==> config.mk <==
export PLATFORM = sky130hd
export DESIGN_NAME = status_enquiry_state_check
export DESIGN_NICKNAME = d
export VERILOG_FILES = /design/src/rtl/status_check_pkg.sv /design/src/rtl/status_enquiry_state_check.sv
export SDC_FILE = /design/constraint.sdc
export NUM_CORES = 1
export LEC_CHECK = 0
export ABC_AREA = 1
export BUFFER_PORTS_ARGS = -buffer_cell sky130_fd_sc_hd__buf_2
export CAP_MARGIN = 40
export CORE_UTILIZATION = 64
export DETAILED_ROUTE_END_ITERATION = 16
export MAX_ROUTING_LAYER = met4
export PLACE_DENSITY = 0.85
export SYNTH_ARGS = -nofsm -noshare
export SYNTH_HDL_FRONTEND = slang
export SYNTH_SLANG_ARGS = --single-unit
==> constraint.sdc <==
create_clock -name clk_i -period 2.8 [get_ports clk_i]
set_clock_uncertainty 0.15 [all_clocks]
set_input_delay 0.56 -clock clk_i [delete_from_list [all_inputs] [get_ports clk_i]]
set_output_delay 0.56 -clock clk_i [all_outputs]
set_load 0.005 [all_outputs]
==> src/rtl/status_check_pkg.sv <==
// Constants and types for the LE-side status enquiry and state check block.
// Assumes a single 125 MHz clock domain.
`default_nettype none
package status_check_pkg;
   // LE state codes
   localparam logic [2:0] LE_OOS = 3'h0;
   localparam logic [2:0] LE_NULL = 3'h1;
   localparam logic [2:0] LE_INIT_LE = 3'h2;
   localparam logic [2:0] LE_INIT_AN = 3'h3;
   localparam logic [2:0] LE_ACTIVE = 3'h4;
   localparam logic [2:0] LE_DISC_REQ = 3'h5;
   localparam logic [2:0] LE_BLOCKED = 3'h6;
   // AN state codes
   localparam logic [2:0] AN_OOS = 3'h0;
   localparam logic [2:0] AN_NULL = 3'h1;
   localparam logic [2:0] AN_INIT_AN = 3'h2;
   localparam logic [2:0] AN_ABORT = 3'h3;
   localparam logic [2:0] AN_LINE_INFO = 3'h4;
   localparam logic [2:0] AN_ACTIVE = 3'h5;
   localparam logic [2:0] AN_BLOCKED = 3'h6;
   localparam logic [2:0] AN_DISC_REQ = 3'h7;
   // Outcome of the compatibility lookup
   localparam logic [1:0] MAP_OK = 2'h0;
   localparam logic [1:0] MAP_PENDING = 2'h1;
   localparam logic [1:0] MAP_DISC = 2'h2;
   localparam logic [1:0] MAP_ERROR = 2'h3;
   // Supervision timer T4 default
   localparam int T4_MS = 1;
   localparam int CLK_MHZ = 125;
   localparam int T4_CYCLES = T4_MS * CLK_MHZ * 1000;
   localparam logic [1:0] EXPIRY_LIMIT = 2'h3;
   localparam logic [1:0] EXPIRY_RESET = 2'h0;

   typedef enum logic [1:0] {
      IDLE = 2'b01,
      WAIT_REPLY = 2'b10
   } enq_state_e;

   // Compatibility map between LE state and reported AN state
   function automatic logic [1:0] state_map(input logic [2:0] le, input logic [2:0] an);
      logic [1:0] r;
      r = MAP_ERROR;
      if (an == AN_OOS) begin
         r = (le == LE_OOS) ? MAP_OK : MAP_ERROR;
      end else if (an == AN_BLOCKED) begin
         r = (le == LE_BLOCKED) ? MAP_OK : MAP_ERROR;
      end else if (le == LE_OOS || le == LE_BLOCKED || le == 3'h7) begin
         r = MAP_ERROR;
      end else if (le == LE_DISC_REQ || an == AN_DISC_REQ) begin
         r = MAP_PENDING;
      end else begin
         unique case (an)
            AN_NULL: r = (le <= LE_INIT_LE) ? MAP_OK : MAP_DISC;
            AN_INIT_AN: r = (le <= LE_INIT_AN) ? MAP_OK : MAP_DISC;
            AN_ABORT, AN_LINE_INFO:
               r = (le == LE_NULL || le == LE_INIT_AN) ? MAP_OK : MAP_DISC;
            AN_ACTIVE: r = (le == LE_ACTIVE) ? MAP_OK : MAP_DISC;
            default: r = MAP_ERROR;
         endcase
      end
      return r;
   endfunction
endpackage
`default_nettype wire

==> src/rtl/status_enquiry_state_check.sv <==
// LE-side status enquiry with T4 supervision and LE/AN state compatibility check.
// Assumes message decode/encode logic on the same clock; trigger and STATUS receive inputs are one-cycle pulses.
//
// What this block does and expects of AN
// Only LE starts enquiry: request or unexpected
// Unexpected message discarded, STATUS ENQUIRY sent
// T4 starts when enquiry sent
// AN answers enquiry with STATUS and cause
// STATUS reply stops T4, map lookup
// LE states coded LE0 to LE6
// AN states coded AN0 to AN7
// Compatible pairs: report, keep state
// Disconnect-pending pairs: no action, keep state
// Sync pairs: DISCONNECT, enter LE5
// Other pairs: error to management, keep state
// First, second T4 expiry: resend, restart
// Third expiry, not blocked/OOS: DISCONNECT, error
// Third expiry, blocked/OOS: error only
// Only AN starts status procedure
// Unsolicited STATUS compatible: internal error only; block ignores it in LE5
// Unsolicited STATUS incompatible: error, DISCONNECT; block ignores it in LE5
// Expiry counter clears on start, reply
`timescale 1ns/1ps
`default_nettype none
module status_enquiry_state_check
   import status_check_pkg::*;
#(
   parameter int T4_COUNT = status_check_pkg::T4_CYCLES
) (
   // Clock, reset, enable
   input wire logic clk_i,
   input wire logic nrst_i,
   input wire logic ce_i,
   // Current LE path state
   input wire logic [2:0] le_state_i,
   // Triggers
   input wire logic enquiry_req_i,
   input wire logic unexpected_msg_i,
   // Received STATUS
   input wire logic status_rx_i,
   input wire logic status_is_reply_i,
   input wire logic [2:0] an_state_i,
   // Transmit requests
   output logic send_enquiry_o,
   output logic send_disconnect_o,
   // Indications
   output logic goto_disc_req_o,
   output logic report_ok_o,
   output logic mgmt_error_o,
   output logic internal_error_o,
   output logic busy_o
);
   import status_check_pkg::*;

   localparam int TW = $clog2(T4_COUNT + 1);

   enq_state_e state, next_state;
   logic [TW-1:0] timer, next_timer;
   logic [1:0] expiry, next_expiry;
   logic next_send_enquiry, next_send_disconnect, next_goto_disc;
   logic next_report_ok, next_mgmt_error, next_internal_error;
   logic next_busy;
   logic [1:0] verdict;
   logic start, timeout, reply, unsol;

   always_comb begin
      verdict = state_map(le_state_i, an_state_i);
      // LE-only enquiry start
      start = enquiry_req_i || unexpected_msg_i;
      timeout = (state == WAIT_REPLY) && (timer == TW'(1));
      reply = (state == WAIT_REPLY) && status_rx_i && status_is_reply_i;
      unsol = status_rx_i && !status_is_reply_i && (le_state_i != LE_DISC_REQ);
      next_state = state;
      next_timer = (state == WAIT_REPLY && timer != '0) ? timer - TW'(1) : timer;
      next_expiry = expiry;
      next_send_enquiry = 1'b0;
      next_send_disconnect = 1'b0;
      next_goto_disc = 1'b0;
      next_report_ok = 1'b0;
      next_mgmt_error = 1'b0;
      next_internal_error = 1'b0;
      if (reply) begin
         // Stop T4, look up map
         next_state = IDLE;
         next_timer = '0;
         // Clear on accepted reply
         next_expiry = EXPIRY_RESET;
         unique case (verdict)
            // Compatible report
            MAP_OK: next_report_ok = 1'b1;
            // Disconnect pending, nothing
            MAP_PENDING: next_report_ok = 1'b0;
            // Disconnect and enter LE5
            MAP_DISC: begin
               next_send_disconnect = 1'b1;
               next_goto_disc = 1'b1;
            end
            // Error to management
            default: next_mgmt_error = 1'b1;
         endcase
      end else if (start) begin
         // Discard message, send enquiry
         next_send_enquiry = 1'b1;
         // Start T4 with the enquiry
         next_timer = TW'(T4_COUNT);
         next_state = WAIT_REPLY;
         // Clear on new enquiry
         next_expiry = EXPIRY_RESET;
      end else if (timeout) begin
         next_expiry = expiry + 2'h1;
         if (expiry + 2'h1 < EXPIRY_LIMIT) begin
            // Resend and restart T4
            next_send_enquiry = 1'b1;
            next_timer = TW'(T4_COUNT);
         end else begin
            next_state = IDLE;
            next_internal_error = 1'b1;
            // Disconnect unless blocked/OOS
            // Blocked/OOS: error only
            if (le_state_i != LE_BLOCKED && le_state_i != LE_OOS) begin
               next_send_disconnect = 1'b1;
            end
         end
      end
      if (unsol) begin
         // Unsolicited STATUS raises error
         next_internal_error = 1'b1;
         // Incompatible: send DISCONNECT
         if (verdict == MAP_DISC || verdict == MAP_ERROR) begin
            next_send_disconnect = 1'b1;
            next_goto_disc = 1'b1;
         end
      end
      next_busy = (next_state == WAIT_REPLY);
   end

   always_ff @(posedge clk_i) begin
      if (!nrst_i) begin
         state <= IDLE;
         timer <= '0;
         expiry <= EXPIRY_RESET;
         send_enquiry_o <= 1'b0;
         send_disconnect_o <= 1'b0;
         goto_disc_req_o <= 1'b0;
         report_ok_o <= 1'b0;
         mgmt_error_o <= 1'b0;
         internal_error_o <= 1'b0;
         busy_o <= 1'b0;
      end else if (ce_i) begin
         state <= next_state;
         timer <= next_timer;
         expiry <= next_expiry;
         send_enquiry_o <= next_send_enquiry;
         send_disconnect_o <= next_send_disconnect;
         goto_disc_req_o <= next_goto_disc;
         report_ok_o <= next_report_ok;
         mgmt_error_o <= next_mgmt_error;
         internal_error_o <= next_internal_error;
         busy_o <= next_busy;
      end
   end
endmodule
`default_nettype wire

# Word level (Yosys, flattened, before mapping)
# Cells that the tools add are included.
# op_classes
addsub	2
reduce_logical	23
n_lt_le_gt_ge	3
mux	47
n_eq_ne	21
# ops
op	n
$mux W17	5
$mux W2	17
$eq A3 B3 Y1 const B	8
$mux W1	24
$eq A17 B1 Y1 const B	1
$reduce_bool A17 Y1	1
$sub A17 B1 Y17 const B	1
$eq A3 B2 Y1 const B	3
$eq A2 B2 Y1 const B	4
$pmux W2 S4	1
$logic_and A1 B1 Y1	7
$eq A3 B1 Y1 const B	2
$le A3 B2 Y1 const B	2
$logic_not A3 Y1	2
$logic_or A1 B1 Y1	6
$ne A3 B3 Y1 const B	2
$reduce_bool A3 Y1	2
$reduce_or A3 Y1	1
$add A2 B1 Y2 const B	1
$eq A2 B1 Y1 const B	1
$logic_not A2 Y1	1
$lt A2 B2 Y1 const B	1
$reduce_and A2 Y1	1
$reduce_or A2 Y1	1
$logic_not A1 Y1	1
# word_totals
regBits	28
out_inout_bits	7
wordCells	106

# Depth between registers and ports, before layout
# Gate-level depths: netlist of the first run.
# logic_depth
ltp_word	13
mapped_depth	15
ltp_nobuf	15

# Least setup slack after synthesis of the first run
# OpenSTA, ideal clock, no wires.
# synth_timing
path_kind	input to register
from	input port an_state_i[1]
to	register send_disconnect_o
setup_time_ns	0.109
setup_slack_ns	0.947
path_buffers	1
arrival_ns	1.594
path_stages	15
path_cell_list	buf_2 > nor2_2 > nand2_1 > nand2_1 > nor2_1 > nor2_1 > nand2_1 > nand2_1 > nand3_1 > nand3_1 > nand2_1 > nand2_1 > nand3_1 > nand2_1 > inv_1
# synth_via
elab_chain_len	12
word_cells_on_any_way	22
classes_between	eq/ne: 9; mux: 9; reduce/logical: 4
# synth_rtl
item	line_no	text
start: declaration	status_enquiry_state_check.sv:42	input wire logic [2:0] an_state_i,
$eq A3 B2 Y1 / $eq A3 B3 Y1 (equally long branches)	status_check_pkg.sv:52	unique case (an)
$reduce_or A2 Y1	status_check_pkg.sv:52	
$pmux W2 S4	status_check_pkg.sv:52	
$mux W2	status_check_pkg.sv:49	end else if (le == LE_DISC_REQ || an == AN_DISC_REQ) begin
$mux W2	status_check_pkg.sv:47	end else if (le == LE_OOS || le == LE_BLOCKED || le == 3'h7) begin
$mux W2	status_check_pkg.sv:45	end else if (an == AN_BLOCKED) begin
$mux W2 *	status_check_pkg.sv:43	if (an == AN_OOS) begin
$eq A2 B2 Y1	status_enquiry_state_check.sv:88, status_enquiry_state_check.sv:129	
$mux W1	status_enquiry_state_check.sv:88	unique case (verdict)
$mux W1	status_enquiry_state_check.sv:82	if (reply) begin
$mux W1	status_enquiry_state_check.sv:129	if (verdict == MAP_DISC || verdict == MAP_ERROR) begin
$mux W1 *	status_enquiry_state_check.sv:125	if (unsol) begin
end signal: assignment	status_enquiry_state_check.sv:154	send_disconnect_o <= next_send_disconnect;
end: declaration	status_enquiry_state_check.sv:45	output logic send_disconnect_o,
# Mark *: on every way between the ends. The rest lies on a longest branch, timed or not.
# A chain may end at the register's enable or synchronous reset.

# Worst setup path after layout of the first run
# layout_timing
from	register timer[8]
to	register timer[15]
# layout_via
elab_chain_len	7
word_cells_on_any_way	10
classes_between	add/sub: 1; eq/ne: 1; mux: 5; reduce/logical: 3
# layout_rtl
item	line_no	text
start: declaration	status_enquiry_state_check.sv:58	logic [TW-1:0] timer, next_timer;
start signal: assignment	status_enquiry_state_check.sv:151	timer <= next_timer;
branches (longest 4 deep; another with $sub A17 B1 Y17)	--	
$mux W17 *	status_enquiry_state_check.sv:109	end else if (timeout) begin
$mux W17 *	status_enquiry_state_check.sv:101	end else if (start) begin
$mux W17 *	status_enquiry_state_check.sv:82	
# Mark *: on every way between the ends.

==> flow_metrics.tcl, run 1 <==
set metrics [dict create \
    outcome "finished, final reports clean" \
    synth-seq-area-share 0.265 \
    max_cap_viol_count 0 \
    final_cell_mix "95 x nand2_1, 50 x nor2_1, 28 x dfxtp_1" \
    antenna_found_initial 0 \
    n_fill_cell 295 \
    final_nets 367 \
    gp_congestion 0.953 \
    critPathBufInv 1 \
    cts_buffers 3 \
    clockPowerShare 0.288 \
    clock_sinks 28 \
    port_buffers 19 \
    die_area_um2 3540 \
    synth_top_family_by_area "simple AND/OR/NAND/NOR gates" \
    whs_endpoint "send_enquiry_o$_SDFFE_PN0P_" \
    crit_path_max_fanout 21 \
    post-route-period-util 0.735 \
    intPower_uw 648 \
    layout_commonest_cell "nand2_1" \
    hp-class "flip-flop to flip-flop" \
    start_util 0.683 \
    diodes 0 \
    post-place-cells 389 \
    insertion_delay_ns 0.33 \
    drtIter0Drc 121 \
    drc 0 \
    crit_family "simple AND/OR/NAND/NOR gates" \
    grt_pass1_wl_um 7610 \
    synth-compound-area-share 0.153 \
    yosys.area_share.xor_xnor 0.0579 \
    avgRoutedWirePerCell_um 11.0 \
    cts_root_buf "clkbuf_4" \
    max-slew-margin-rel 0.775 \
    finalHoldViolCount 0 \
    p_leak_uw 0.00104 \
    fmax_mhz 486 \
    yosys-mux-area-fraction 0.00473 \
    r2r-start "timer[8]$_SDFFE_PN0P_" \
    worst_pin_slew_ns 0.337 \
    whs_path_depth 2 \
    final_cell_count_no_fill 393 \
    grt_pass1_vias 1881 \
    end_kind "flip-flop" \
    setup_tns_ns 0 \
    rows 20 \
    power_switching_uw 281 \
    grtUsageTotal 0.278 \
    final_layout_size_suffix_gt1_frac 0.146 \
    rrSetupSlack_ns 0.74 \
    utilization 0.725 \
    coreArea_um2 3100 \
    worstPathCellList "nor2_1 > nand2_2 > nor2_4 > nand3_2 > nand2_2 > inv_2 > nand2_1 > o211ai_1 > o21ai_1 > a21oi_1" \
    area_delta_synth_final_pct 6.26 \
    overflow 0 \
    viasPerCell 5.32 \
    synth_ff_type "dfxtp_1" \
    slew_viol_final 0 \
    chipWidth_um 59.5 \
    rsz0062_at_grt "false" \
    crit_top_cell "nand2_2" \
    seqPwrFrac 0.465 \
    synth-edff-count 0 \
    min_from "send_enquiry_o$_SDFFE_PN0P_" \
    synthAdderAreaFrac 0.0236 \
    syn_area_um2 2120 \
    power.density_nw_per_um2 413 \
    cpPeakStageDelay_ns 0.39 \
    cts_resized 0 \
    synth.ff_latch_count 28 \
    num_vias 2092 \
    ff2ff_path_depth 10 \
    drtPass1Iterations 4 \
    ant_nets 0 \
    grt_start_max_net_pins 26 \
    ios 20 \
    post_cts.repair.setup_buffers 0 \
    worst_path_max_delay_cell "dfxtp_1" \
    async_flop_share 0 \
    finalCriticalPeriod_ns 2.06 \
    syn_inst 335 \
    cp-start-kind "flip-flop" \
    reg2reg_to "timer[15]$_SDFFE_PN0P_" \
    timing.hold.ws_ns 0.324 \
    chipHeight_um 59.5 \
    clk_path_buf_depth 2 \
    finalSetupViolCount 0 \
    clk_pin_slew_worst_paths_ns 0.16 \
    wl_um 4330 \
    holdBufCountCts 0 \
    switching_share 0.302 \
    worstPathArrival_ns 2.15 \
    comb_power_share 0.247 \
    cp.required_ns 2.89 \
    placedInstanceArea_um2 2200 \
    ir_drop_mv 0.231 \
    yosysUniqueCellTypes 37 \
    design_area_um2 2250 \
    cts_tree "done" \
    htree_num_levels 1 \
    yosysWarnings 0 \
    critical_path_class "flip-flop to flip-flop" \
    postSynthNetCount 352 \
    synthSimpleGateAreaFrac 0.389 \
    detailed_place_hpwl_um 3290 \
    avgSynthCellArea_um2 6.32 \
]
cells in the mapped netlist (all sizes together), types with 5 or more instances:
cell    instances  area [um^2]
a21oi          24          120
buf             5         43.8
dfxtp          28          561
inv            34          128
nand2          99          387
nand3          16         90.1
nor2           57          246
nor3            9         60.1
o211ai          8         60.1
o21ai          21          109
xnor2           7         61.3
xor2            7         61.3
registers in the layout, summed over array words and instances, names as in the netlist:
register	flops
timer	17
expiry	2
state	2
busy_o	1
goto_disc_req_o	1
internal_error_o	1
mgmt_error_o	1
report_ok_o	1
send_disconnect_o	1
send_enquiry_o	1
power groups by stage:
stage	clock (uW)	combinational [uW]	sequential, uW
after CTS	274	230	432
after detailed placement	0	228	441
after global placement	0	224	440
after floorplan	0	186	438
after global routing	286	261	435
final	268	229	432
layer usage:
layer	up-vias	GRT usage	wire length [um]
met5	-	-	0
met4	0	0.0465	24
met3	2	0.0262	108
met2	30	0.499	2110
met1	959	0.342	2090
li1	1101	-	-
worst min-delay path, delay by kind of cell (launching register included):
family,cells,cell delay (ns)
AO/OA/AOI/OAI,1,0.05
flip-flops,1,0.34
AND/OR/NAND/NOR,1,0.06
kinds of logic after synthesis:
group | after synthesis
buffers and inverters | 46
muxes | 1
AOI/OAI and AO/OA | 57
DFF | 28
and+or+nand+nor | 185
adders and majority gates | 4
xor gates and xnor gates | 14
metrics by stage:
stage          setup slack [ns]  power, uW
2_1_floorplan             0.947        624
3_3_place_gp              0.779        664
3_5_place_dp              0.740        669
4_1_cts                   0.765        936
5_1_grt                   0.576        982
6_report                  0.742        930
cell type report:
cell class,count,area [um^2],share of cell area
multi-input combinational,261,1330,0.591
sequential,28,561,0.249
inverter,36,149,0.0661
timing repair buffer,20,103,0.0456
tap,44,55.1,0.0245
clock inverter,1,30.0,0.0133
clock buffer,3,22.5,0.0100
worst max path at each step:
stage	start	to	cells past startpoint
6_report	timer[8]$_SDFFE_PN0P_	timer[15]$_SDFFE_PN0P_	10
5_1_grt	timer[8]$_SDFFE_PN0P_	timer[16]$_SDFFE_PN0P_	10
4_1_cts	timer[8]$_SDFFE_PN0P_	timer[15]$_SDFFE_PN0P_	10
3_5_place_dp	an_state_i[2]	send_disconnect_o$_SDFFE_PN0P_	15
3_3_place_gp	timer[8]$_SDFFE_PN0P_	timer[11]$_SDFFE_PN0P_	10
2_1_floorplan	an_state_i[1]	send_disconnect_o$_SDFFE_PN0P_	15
(Power assumes the default switching activity.)
==> run 2, diff against run 1 <==
Settings changed: CORE_UTILIZATION 64 to 59, PLACE_DENSITY 0.85 to 0.79.
Clock period 2.8 ns to 2.08 ns, I/O delays scaled along.
==> run 2 against run 1 <==
  * Register-to-register slack lost 0.60 ns
  * Final cell count grew 2.0%
  * Non-clock buffer count grew 6
  * Critical path type unchanged
  * Largest power group unchanged
==> flow_metrics.tcl, run 2 (synthesis gave the netlist of run 1 again) <==
set metrics [dict create \
    outcome "finished, final reports clean" \
    port_buffers 19 \
    gp_congestion 0.907 \
    cp.required_ns 2.18 \
    cp-start-kind "flip-flop" \
    viasPerCell 5.22 \
    worstPathArrival_ns 2.04 \
    ios 20 \
    clock_sinks 28 \
    setup_ws_ns 0.139 \
    insertion_delay_ns 0.35 \
    final_layout_size_suffix_gt1_frac 0.163 \
    post_cts.repair.setup_buffers 0 \
    slew_viol_final 0 \
    cpPeakStageDelay_ns 0.39 \
    cts_root_buf "clkbuf_4" \
    clk_pin_slew_worst_paths_ns 0.17 \
    crit_top_cell "nand3_2" \
    finalSetupViolCount 0 \
    diodes 0 \
    detailed_place_hpwl_um 3600 \
    largest_reg_flops 17 \
    grt_pass1_wl_um 7630 \
    end_kind "flip-flop" \
    overflow 0 \
    coreArea_um2 3390 \
    die_area_um2 3830 \
    max-slew-margin-rel 0.768 \
    clk_path_buf_depth 2 \
    max_cap_viol_count 0 \
    worst_pin_slew_ns 0.348 \
    reg_top3 "timer x17, expiry x2, state x2" \
    htree_num_levels 1 \
    chipHeight_um 61.9 \
    rows 21 \
    worst_path_max_delay_cell "dfxtp_1" \
    drtIter0Drc 121 \
    cts_buffers 3 \
    antenna_found_initial 0 \
    finalCriticalPeriod_ns 1.94 \
    grt_start_max_net_pins 26 \
    hp-class "input pin to flip-flop" \
    largest-register "timer" \
    avgRoutedWirePerCell_um 11.8 \
    finalHoldViolCount 0 \
    total_power_uw 1280 \
    rsz0062_at_grt "false" \
    worstPathCellList "nor2_1 > nand3_2 > nor2_4 > nand3_2 > nand2_2 > inv_2 > nand2_1 > o211ai_1 > o21ai_1 > a21oi_1" \
    area_delta_synth_final_pct 8.56 \
    ant_nets 0 \
    cts_tree "done" \
    p_leak_uw 0.00107 \
    crit_path_max_fanout 21 \
    final_nets 373 \
    ir_drop_mv 0.279 \
    final_cell_mix "95 x nand2_1, 50 x nor2_1, 27 x inv_1, 27 x dfxtp_1, 24 x a21oi_1" \
    wl_um 4740 \
    holdBufCountCts 0 \
    chipWidth_um 61.9 \
    critical_path_class "flip-flop to flip-flop" \
    grt_pass1_vias 1842 \
    num_vias 2093 \
    start_util 0.625 \
    pre_cts_ws_ns 0.182 \
    setup_tns_ns 0 \
    crit_family "simple AND/OR/NAND/NOR gates" \
    grtUsageTotal 0.279 \
    power.density_nw_per_um2 555 \
    design_area_um2 2300 \
    drc 0 \
    drtPass1Iterations 4 \
    placedInstanceArea_um2 2250 \
    fmax_mhz 515 \
    critPathBufInv 1 \
    layout_commonest_cell "nand2_1" \
    post-route-period-util 0.933 \
]
## run 2: cell count changes in the layout (fill, tap and decap cells not counted)
cell	previous run	this run
dfxtp_1	28	27
dfxtp_2	0	1
buf_4	1	7
## run 2: area by class of cell
cell class                      count  area (um^2)
Multi-Input combinational cell    261         1330
Fill cell                         310         1090
Sequential cell                    28          562
Inverter                           36          149
Timing Repair Buffer               26          148
Tap cell                           46         57.6
Clock inverter                      1         30.0
Clock buffer                        3         22.5
## run 2: repair_timing
item	4_1_cts	5_1_grt
resized for setup	0	1
setup endpoints to repair	0	3
endpoints found under the hold margin	0	0
## run 2: report_power, final
part	leakage (uW)	internal (uW)	total, uW	switching [uW]
Clock	0.0000279	195	375	179
Sequential	0.000230	560	581	21.3
Combinational	0.000815	125	320	196
Total	0.00107	880	1280	396
## run 2: stage by stage
| stage | hold slack, ns | utilization | cells |
|---|---|---|---|
| after floorplan | 0.297 | - | 335 |
| after global placement | 0.300 | 0.663 | 397 |
| after detailed placement | 0.312 | 0.663 | 397 |
| after CTS | 0.153 | 0.678 | 401 |
| after global routing | 0.147 | 0.678 | 401 |
| final | 0.150 | 0.678 | 401 |
## run 2: worst paths after layout
path	startpoint	slack, ns	cells after the start	end
worst min register to register	mgmt_error_o$_SDFFE_PN0P_	0.33	2	mgmt_error_o$_SDFFE_PN0P_
worst max-delay path	timer[12]$_SDFFE_PN0P_	0.14	10	timer[16]$_SDFFE_PN0P_
worst max register to register	timer[12]$_SDFFE_PN0P_	0.14	10	timer[16]$_SDFFE_PN0P_
worst min-delay path	nrst_i	0.15	3	state[1]$_SDFFE_PN0P_
## run 2: metal layers
metal	share of wire	global-route usage	vias up
met5	0	-	-
met4	0.019	0.117	0
met3	0.034	0.0435	10
met2	0.50	0.498	38
met1	0.44	0.307	933
li1	-	-	1112
## run 2: worst register-to-register path, stage by stage, from the launching register on
cell and delay [ns]:
dfxtp_1 0.39, nor2_1 0.19, nand3_2 0.11, nor2_4 0.18, nand3_2 0.10, nand2_2 0.12, inv_2 0.17, nand2_1 0.13
o211ai_1 0.10, o21ai_1 0.15, a21oi_1 0.07
